<file path="src/eqg_map.vh">
`ifndef EQG_MAP_VH
`define EQG_MAP_VH

// Frame layout
`define EQG_FRAME_BITS      5'd20
`define EQG_ADDR_BITS       4'd8
`define EQG_DATA_BITS       4'd12
`define EQG_DATA_CNT_MAX    4'd13

// Device addresses picked by the strap
`define EQG_ADDR_STRAP_HIGH 8'h8c
`define EQG_ADDR_STRAP_LOW  8'h8d

// Setting word fields
`define EQG_FLD_CODE_LSB    0
`define EQG_FLD_CODE_MSB    3
`define EQG_FLD_BAND_LSB    4
`define EQG_FLD_BAND_MSB    6
`define EQG_FLD_CHAN_BIT    7

// Gain codes: code 0 is full cut, each step is one gain increment
`define EQG_GAIN_STEP_DB    2
`define EQG_GAIN_CODE_MAX   4'hc
`define EQG_GAIN_FLAT       4'h6
`define EQG_GAIN_RESET      28'h6666666
`define EQG_BANDS           7
`define EQG_CODE_W          4

`endif

</file>
<file path="src/eqg_gain_latch.v">
`timescale 1ns/1ps
`include "eqg_map.vh"
// Function
// - A transfer is 20 bits: 8 address bits then 12 setting bits.
// - Setting bits are shifted in only while chip select is high.
// - Falling chip select copies received setting into the gain latches.
// - Respond only to address 8C with strap high, 8D with strap low.
// - Each gain code step changes the band response by 2 dB.
// - Each band has 13 gain codes, from 12 dB cut to 12 dB boost.
// - Seven independent band gains for left and seven for right.
// - Updating one channel leaves the other channel's latched gains untouched.
// - Gains hold the flat code 6 from reset until the first latch; a valid flag shows that.
module eqg_gain_latch (
  // Clock and reset
  input  wire        core_clk,
  input  wire        rstn,
  // Serial link pins
  input  wire        serial_shift_clock,
  input  wire        serial_data_in,
  input  wire        chip_select,
  // Address strap pin
  input  wire        address_strap,
  // Band gain codes, band n at bits 4n+3:4n
  output reg  [27:0] left_band_gain,
  output reg  [27:0] right_band_gain,
  // Status
  output reg         settings_valid,
  output reg         settings_updated,
  output reg         frame_ignored
);

  ////////////////////////////////////////////////////////////////////////////
  // Input synchronisers and edge detection

  wire [3:0] pin_sync;
  reg        sclk_prev;
  reg        cs_prev;

  eqg_sync #(.WIDTH(4)) u_sync (
    .core_clk (core_clk),
    .rstn     (rstn),
    .async_in ({address_strap, chip_select, serial_data_in, serial_shift_clock}),
    .sync_out (pin_sync)
  );

  wire sclk_s   = pin_sync[0];
  wire sdata_s  = pin_sync[1];
  wire cs_s     = pin_sync[2];
  wire strap_s  = pin_sync[3];

  always @(posedge core_clk or negedge rstn) begin
    if (!rstn) begin
      sclk_prev <= 1'b0;
      cs_prev   <= 1'b0;
    end else begin
      sclk_prev <= sclk_s;
      cs_prev   <= cs_s;
    end
  end

  // Edges seen two to three core cycles late; fine at a 5 MHz link
  wire sclk_rise = sclk_s & ~sclk_prev;
  wire cs_rise   = cs_s & ~cs_prev;
  wire cs_fall   = ~cs_s & cs_prev;

  wire [7:0] own_addr = strap_s ? `EQG_ADDR_STRAP_HIGH : `EQG_ADDR_STRAP_LOW;

  ////////////////////////////////////////////////////////////////////////////
  // Frame receiver

  localparam [1:0] ST_ADDR = 2'd0;
  localparam [1:0] ST_DATA = 2'd1;
  localparam [1:0] ST_SKIP = 2'd2;

  reg [1:0]  state;
  reg [1:0]  next_state;
  reg [7:0]  addr_shift;
  reg [3:0]  addr_cnt;
  reg [11:0] data_shift;
  reg [3:0]  data_cnt;

  wire addr_ok = (addr_cnt == `EQG_ADDR_BITS) && (addr_shift == own_addr);

  always @* begin
    next_state = state;
    case (state)
      ST_ADDR: begin
        if (cs_rise) begin
          next_state = addr_ok ? ST_DATA : ST_SKIP;
        end
      end
      ST_DATA: begin
        if (cs_fall) begin
          next_state = ST_ADDR;
        end
      end
      ST_SKIP: begin
        if (cs_fall) begin
          next_state = ST_ADDR;
        end
      end
      default: next_state = ST_ADDR;
    endcase
  end

  always @(posedge core_clk or negedge rstn) begin
    if (!rstn) begin
      state      <= ST_ADDR;
      addr_shift <= 8'h00;
      addr_cnt   <= 4'h0;
      data_shift <= 12'h000;
      data_cnt   <= 4'h0;
    end else begin
      state <= next_state;
      if (state == ST_ADDR) begin
        if (cs_rise) begin
          addr_cnt <= 4'h0;
          data_cnt <= 4'h0;
        end else if (sclk_rise && !cs_s) begin
          // LSB first: new bit enters at the top
          addr_shift <= {sdata_s, addr_shift[7:1]};
          if (addr_cnt != `EQG_ADDR_BITS) begin
            addr_cnt <= addr_cnt + 4'h1;
          end
        end
      end else if (state == ST_DATA && cs_s && sclk_rise) begin
        data_shift <= {sdata_s, data_shift[11:1]};
        if (data_cnt != `EQG_DATA_CNT_MAX) begin
          data_cnt <= data_cnt + 4'h1;
        end
      end
    end
  end

  ////////////////////////////////////////////////////////////////////////////
  // Setting decode and latches

  // A word is accepted only with a legal band and a code inside the 13 steps
  function word_legal;
    input [11:0] word;
    begin
      word_legal = (word[`EQG_FLD_BAND_MSB:`EQG_FLD_BAND_LSB] < 3'd7) &&
                   (word[`EQG_FLD_CODE_MSB:`EQG_FLD_CODE_LSB] <= `EQG_GAIN_CODE_MAX);
    end
  endfunction

  // Decode of the target band, shared by both channels
  function hits_band;
    input [11:0] word;
    input [2:0]  band;
    begin
      hits_band = (word[`EQG_FLD_BAND_MSB:`EQG_FLD_BAND_LSB] == band);
    end
  endfunction

  // Short frames or surplus setting bits are discarded rather than guessed at
  wire latch_now = cs_fall && (state == ST_DATA) && (data_cnt == `EQG_DATA_BITS) &&
                   word_legal(data_shift);
  wire to_right  = data_shift[`EQG_FLD_CHAN_BIT];
  wire [3:0] new_code = data_shift[`EQG_FLD_CODE_MSB:`EQG_FLD_CODE_LSB];

  genvar b;
  generate
    for (b = 0; b < `EQG_BANDS; b = b + 1) begin : g_band
      localparam [31:0] BAND_IDX = b;
      always @(posedge core_clk or negedge rstn) begin
        if (!rstn) begin
          left_band_gain[4*b+3:4*b]  <= `EQG_GAIN_FLAT;
          right_band_gain[4*b+3:4*b] <= `EQG_GAIN_FLAT;
        end else if (latch_now && hits_band(data_shift, BAND_IDX[2:0])) begin
          // Only the addressed channel's latch moves
          if (to_right) begin
            right_band_gain[4*b+3:4*b] <= new_code;
          end else begin
            left_band_gain[4*b+3:4*b]  <= new_code;
          end
        end
      end
    end
  endgenerate

  ////////////////////////////////////////////////////////////////////////////
  // Status

  always @(posedge core_clk or negedge rstn) begin
    if (!rstn) begin
      settings_valid   <= 1'b0;
      settings_updated <= 1'b0;
      frame_ignored    <= 1'b0;
    end else begin
      // Reset value of the gains is not meaningful until this rises
      if (latch_now) begin
        settings_valid <= 1'b1;
      end
      settings_updated <= latch_now;
      frame_ignored    <= cs_fall && (state != ST_ADDR) && !latch_now;
    end
  end

endmodule // eqg_gain_latch

</file>
<file path="src/eqg_sync.v">
`timescale 1ns/1ps
module eqg_sync #(
  parameter WIDTH = 4
) (
  // Clock and reset
  input  wire             core_clk,
  input  wire             rstn,
  // Asynchronous levels in, synchronised levels out
  input  wire [WIDTH-1:0] async_in,
  output wire [WIDTH-1:0] sync_out
);

  genvar i;
  generate
    for (i = 0; i < WIDTH; i = i + 1) begin : g_bit
      reg meta;
      reg stable;
      // First stage feeds only the second stage
      always @(posedge core_clk or negedge rstn) begin
        if (!rstn) begin
          meta   <= 1'b0;
          stable <= 1'b0;
        end else begin
          meta   <= async_in[i];
          stable <= meta;
        end
      end
      assign sync_out[i] = stable;
    end
  endgenerate

endmodule // eqg_sync

</file>
<file path="config.mk">
export PLATFORM = sky130hd
export DESIGN_NAME = eqg_gain_latch
export DESIGN_NICKNAME = d
export VERILOG_FILES = /design/src/eqg_gain_latch.v /design/src/eqg_sync.v
export VERILOG_INCLUDE_DIRS = /design/src
export SDC_FILE = /design/constraint.sdc
export NUM_CORES = 1
export LEC_CHECK = 0
export ABC_AREA = 1
export BUFFER_PORTS_ARGS = -buffer_cell sky130_fd_sc_hd__buf_2
export CORE_ASPECT_RATIO = 1.2
export CORE_UTILIZATION = 50
export CTS_BUF_LIST = sky130_fd_sc_hd__clkbuf_4 sky130_fd_sc_hd__clkbuf_8
export CTS_CLUSTER_SIZE = 8
export DETAILED_ROUTE_END_ITERATION = 7
export PLACE_DENSITY = 0.68
export SYNTH_ARGS = -nofsm -noshare
export SYNTH_HDL_FRONTEND = slang
export SYNTH_SLANG_ARGS = --single-unit
</file>
<file path="constraint.sdc">
create_clock -name core_clk -period 4.23 [get_ports core_clk]
set_clock_uncertainty 0.15 [all_clocks]
set_input_delay 0.6345 -clock core_clk [delete_from_list [all_inputs] [get_ports core_clk]]
set_output_delay 0.6345 -clock core_clk [all_outputs]
set_load 0.02 [all_outputs]
</file>
# After elaboration in Yosys (flattened, before gate mapping)
# Cells that the tools add are included.
# W data, S select, Z words.
[word_totals] out_inout_bits=59 elab_cells=118 regBits=99
[classes] n_addsub=2 magnitude_cmp=2 eq_ne=15 mux=12 bitwise_logic=9 n_reduce_logical=46
[op_table] cell="$reduce_and A2 Y1" n=16
[op_table] cell="$mux W4" n=7
[op_table] cell="$logic_and A1 B1 Y1" n=17
[op_table] cell="$reduce_bool A2 Y1" n=5
[op_table] cell="$eq A3 B3 Y1 const B" n=3
[op_table] cell="$reduce_and A3 Y1" n=3
[op_table] cell="$add A4 B1 Y4 const B" n=2
[op_table] cell="$eq A4 B4 Y1 const B" n=2
[op_table] cell="$eq A8 B8 Y1" n=1
[op_table] cell="$ne A4 B4 Y1 const B" n=2
[op_table] cell="$eq A3 B2 Y1 const B" n=2
[op_table] cell="$mux W2" n=3
[op_table] cell="$not A1 Y1" n=6
[op_table] cell="$le A4 B4 Y1 const B" n=1
[op_table] cell="$pmux W2 S2" n=1
[op_table] cell="$and A1 B1 Y1" n=3
[op_table] cell="$eq A3 B1 Y1 const B" n=1
[op_table] cell="$logic_not A3 Y1" n=1
[op_table] cell="$lt A3 B3 Y1 const B" n=1
[op_table] cell="$eq A2 B1 Y1 const B" n=1
[op_table] cell="$eq A2 B2 Y1 const B" n=1
[op_table] cell="$logic_not A1 Y1" n=2
[op_table] cell="$logic_not A2 Y1" n=1
[op_table] cell="$ne A2 B1 Y1 const B" n=1
[op_table] cell="3 further kinds" n=3

# Logic depth before layout (Yosys ltp)
[depth] depth_word=7 depth_mapped=10

# Hierarchy
# Synthesis repeated with hierarchy kept, for this count alone.
[unflattened] hier_cells=479 hier_area_um2=4556.9
[modules_own_cells] mod="eqg_gain_latch" area_per_inst_um2=4326.6 cells_per_inst=467 n_inst=1
[modules_own_cells] mod="eqg_sync" area_per_inst_um2=230.2 cells_per_inst=12 n_inst=1

# Least setup slack after synthesis
# Ideal clock, no wire load.
[synth_path] path_type="reg-to-reg" startpoint="reg state[0]" endpoint="reg data_shift[7]" path_stages_with_launch=9 slack_ps=2611 n_path_buf=2 required_time_ps=3951 t_arrival_ps=1340 path_cell_list="dfrtp_1 -> inv_1 -> ha_1 -> inv_1 -> nand3_2 -> nor2_1 -> buf_2 -> buf_4 -> o21ai_0"
[synth_between] elab_chain_cells=4
[synth_rtl] item="start, declared" line="eqg_gain_latch.v:75" source="reg [1:0] state;"
[synth_rtl] item="start signal, assigned" line="eqg_gain_latch.v:114" source="state <= next_state;"
[synth_rtl] item="$eq A2 B1 Y1" line="eqg_gain_latch.v:126" source="end else if (state == ST_DATA && cs_s && sclk_rise) begin"
[synth_rtl] item="$logic_and A1 B1 Y1 (2 in a row)" line="eqg_gain_latch.v:126"
[synth_rtl] item="$reduce_and A2 Y1 (no source line) *"
[synth_rtl] item="end signal, assigned" line="eqg_gain_latch.v:127" source="data_shift <= {sdata_s, data_shift[11:1]};"
[synth_rtl] item="end, declared" line="eqg_gain_latch.v:79" source="reg [11:0] data_shift;"
# Every way passes the cells marked *; elsewhere a longest branch is shown, timed or not.
# A chain may end at the register's enable or synchronous reset.

# Worst setup path after layout
[layout_path] startpoint="reg state[0]" endpoint="reg data_cnt[2]"
[layout_between] elab_chain_cells=5
[layout_rtl] item="$eq A2 B1 Y1" line="eqg_gain_latch.v:126"
[layout_rtl] item="$logic_and A1 B1 Y1 (2 in a row)" line="eqg_gain_latch.v:126"
[layout_rtl] item="$reduce_bool A2 Y1 (no source line)"
[layout_rtl] item="$reduce_and A3 Y1 (no source line)"
[layout_rtl] item="end signal, assigned" line="eqg_gain_latch.v:129" source="data_cnt <= data_cnt + 4'h1;"
[layout_rtl] item="end, declared" line="eqg_gain_latch.v:80" source="reg [3:0] data_cnt;"
# Parallel ways exist; a longest one is shown, timed or not.

==> run_results.csv <==
group,metric,value,unit
run_status,status,"finished clean",
yosys,ys_warn_count,0,
hold_path,whs_path_depth,0,
setup_path,rr_endpoint,"data_cnt[2]",
hold_path,min_to,"u_sync.g_bit[0].stable",
setup_path,worst_setup_path_start_kind,"register",
finish,multi_input_area,1738,µm²
yosys,synthCells,473,
clock_network,worstSkewPairLatency,0.37,ns
clock_network,cts_resized,0,
clock_network,hold_buffers,0,
placement,hpwl,6.025,mm
sta,hold_viol,0,
clock_network,cts_setup_buffers,0,
job,max_cap_viol_count,0,
sta,rsz0062_at_grt,"no",
finish,final_nets,536,
routing,drtPass1Iterations,4,
clock_network,cts_max_level,3,
sta,setup_tns,0,ns
sta,setup_viol,0,
routing,drtAntennaViolNets,0,
hold_path,min_path_type,"register to register",
yosys,syn-num-nets,486,
placement,port_buffers,64,
setup_path,worstPathRequired,4.39,ns
finish,synthToLayoutAreaGrowth,12.41,%
setup_path,critPathTopFamily,"simple AND/OR/NAND/NOR gates",
finish,fin_area,5077,µm²
yosys,yosys.cell_types.count,29,
routing,routed_wl,9.289,mm
setup_path,arrival,2.73,ns
clock_network,clock_path_buffers,2,
yosys,ys_ff_latch,99,
yosys,synth_fa_ha_area_frac,0.01939,
placement,place_area,4831,µm²
floorplanning,start_util,0.5218,
yosys,syn_area,4517,µm²
clock_network,cts.sinks,99,
grt,grt_pass1_vias,3273,
grt,antenna_found_initial,0,
finish,regArea,2512,µm²
sta,max_slew_margin,0.2261,
power,p_leak,2.591,nW
finish,nFillCells,797,
yosys,synth_compound_gate_area_share,0.03186,
setup_path,worstPathCellList,"inv_1 > ha_1 > inv_1 > nand3_2 > nor2_1 > nand2_1 > nand2_1 > nand3_1 > nand2_1",
grt,grt_usage,0.2176,
setup_path,crit_path_end_kind,"register",
setup_path,crit_type,"register to register",
setup_path,crit_slowest_cell,"nor2_1",
yosys,ys_seq_area_frac,0.5562,
sta,fin_crit_sh,0.6073,
routing,vias_per_cell,5.394,
grt,grt_overflow_total,0,
finish,mostFrequentLayoutCell,"nand2_1",
power,power_density,375.4,nW/µm²
sta,report.final.slew_viol_count,0,
routing,drt_iter0_drc,190,
grt,grt_max_degree,77,
setup_path,crit_fanout,20,
clock_network,cts_root_buf,"clkbuf_8",
setup_path,critPathMaxStageDelay,0.81,ns
setup_path,ff2ff_setup_slack,1.66,ns
yosys,synthSimpleGateAreaFrac,0.3238,
setup_path,worstReg2RegStart,"state[0]",
routing,vias,3479,
floorplanning,ios,65,
yosys,synth_mux_area_frac,0,
setup_path,cp_num_buf_inv,2,
yosys,postSynthAreaPerCell,9.549,µm²
power,vdd_drop_max,192.4,µV
floorplanning,placeableCoreArea,8657,µm²
clock_network,tritoncts,"built",
grt,grt_pass1_wl,15.55,mm
sta,worst_pin_slew,1.158,ns
finish,antenna_cells,0,
sta,period_minus_slack,2.569,ns
placement,place.gp.congestion,0.8663,
clock_network,cts_buffers,9,
floorplanning,dieWidth,88.77,µm
finish,mostFrequentLayoutCells,"nand2_1 (167), dfrtp_1 (71), buf_2 (63)",
clock_network,clkSlewWorstSetupHoldPaths,0.09,ns
routing,avgRoutedWirePerCell,14.40,µm
hold_path,min_from,"u_sync.g_bit[0].meta",
sta,max_freq,0.3893,GHz
setup_path,crit_top_cell,"nand2_1",
finish,drive_above_1_share,0.2670,
floorplanning,dieHeight,106.1,µm
yosys,synth_top_family_by_area,"simple AND/OR/NAND/NOR gates",
floorplanning,num_rows,37,
yosys,synth-xor-area-share,0.009695,
routing,drc_errors,0,
setup_path,r2r_cells,9,
floorplanning,die_area,9419,µm²
[sequential cells by signal, indices dropped and copies added, names as in the netlist]
signal               cells
left_band_gain          28
right_band_gain         28
data_shift              12
addr_shift               8
addr_cnt                 4
data_cnt                 4
u_sync.g_bit.meta        4
u_sync.g_bit.stable      4
state                    2
cs_prev                  1
frame_ignored            1
sclk_prev                1
settings_updated         1
settings_valid           1
[through the flow]
step | instances | hold WS, ns | setup slack [ns] | util | power (mW)
finish | 645 | 0.2031 | 1.661 | 0.5865 | 1.906
global route | 645 | 0.2035 | 1.394 | 0.5865 | 1.994
CTS | 645 | 0.1993 | 1.690 | 0.5865 | 1.930
detailed placement | 629 | 0.1864 | 1.728 | 0.5580 | 1.210
global placement | 629 | 0.1823 | 1.836 | 0.5580 | 1.201
floorplan | 473 | 0.1812 | 2.611 | - | 1.155
[metal layers]
metal / global-route usage / wire length, µm / vias to the layer above
met2: 0.3566 / 4639 / 91
met1: 0.2759 / 4032 / 1686
met5: 0 / 0 / -
li1: - / - / 1681
met4: 0.1233 / 287 / 0
met3: 0.02484 / 330 / 21
[cells by family after synthesis]
| group | after synthesis |
|---|---|
| simple gates | 282 |
| buf+inv | 52 |
| fa+ha+maj | 7 |
| flops | 99 |
| compound gates | 28 |
| xor+xnor | 5 |
[worst reg2reg max path, stage by stage, from the launching register on]
cell	delay, ns
dfrtp_1	0.38
inv_1	0.05
ha_1	0.22
inv_1	0.13
nand3_2	0.12
nor2_1	0.82
nand2_1	0.27
nand2_1	0.20
nand3_1	0.10
nand2_1	0.07
[Yosys cell counts (all sizes together)]
cell type | count | share of area
a21oi | 3 | 0.0033
buf | 19 | 0.031
clkbuf | 8 | 0.0066
clkinv | 1 | 0.00083
dfrtp | 71 | 0.39
dfstp | 28 | 0.16
ha | 7 | 0.019
inv | 24 | 0.020
nand2 | 167 | 0.14
nand3 | 12 | 0.016
nand4 | 72 | 0.13
nor2 | 29 | 0.034
nor3 | 1 | 0.0011
o21ai | 25 | 0.029
or2 | 1 | 0.0014
xnor2 | 2 | 0.0039
xor2 | 3 | 0.0058
[worst max path at each step]
| stage | startpoint | cells past startpoint | slack [ns] | end |
|---|---|---|---|---|
| 3_5_place_dp | state[0] | 8 | 1.73 | data_cnt[1] |
| 6_report | state[0] | 9 | 1.66 | data_cnt[2] |
| 5_1_grt | state[0] | 9 | 1.39 | data_cnt[2] |
| 3_3_place_gp | state[0] | 8 | 1.84 | data_cnt[0] |
| 2_1_floorplan | state[0] | 8 | 2.61 | data_shift[7] |
| 4_1_cts | state[0] | 9 | 1.69 | data_cnt[2] |
[final cells by class]
cell class / instances / area share
Tap cell: 117 / 0.02883
Multi-Input combinational cell: 322 / 0.3423
Inverter: 25 / 0.01897
Timing Repair Buffer: 66 / 0.06654
Sequential cell: 99 / 0.4948
Clock inverter: 3 / 0.01331
Clock buffer: 13 / 0.03524
[power by group]
group / switching, mW / total, mW / internal (mW)
Clock: 0.319 / 0.716 / 0.398
Combinational: 0.100 / 0.152 / 0.0517
Sequential: 0.0360 / 1.04 / 1.00
Total: 0.455 / 1.91 / 1.45
Note: power is estimated with default switching activity, not from simulation.
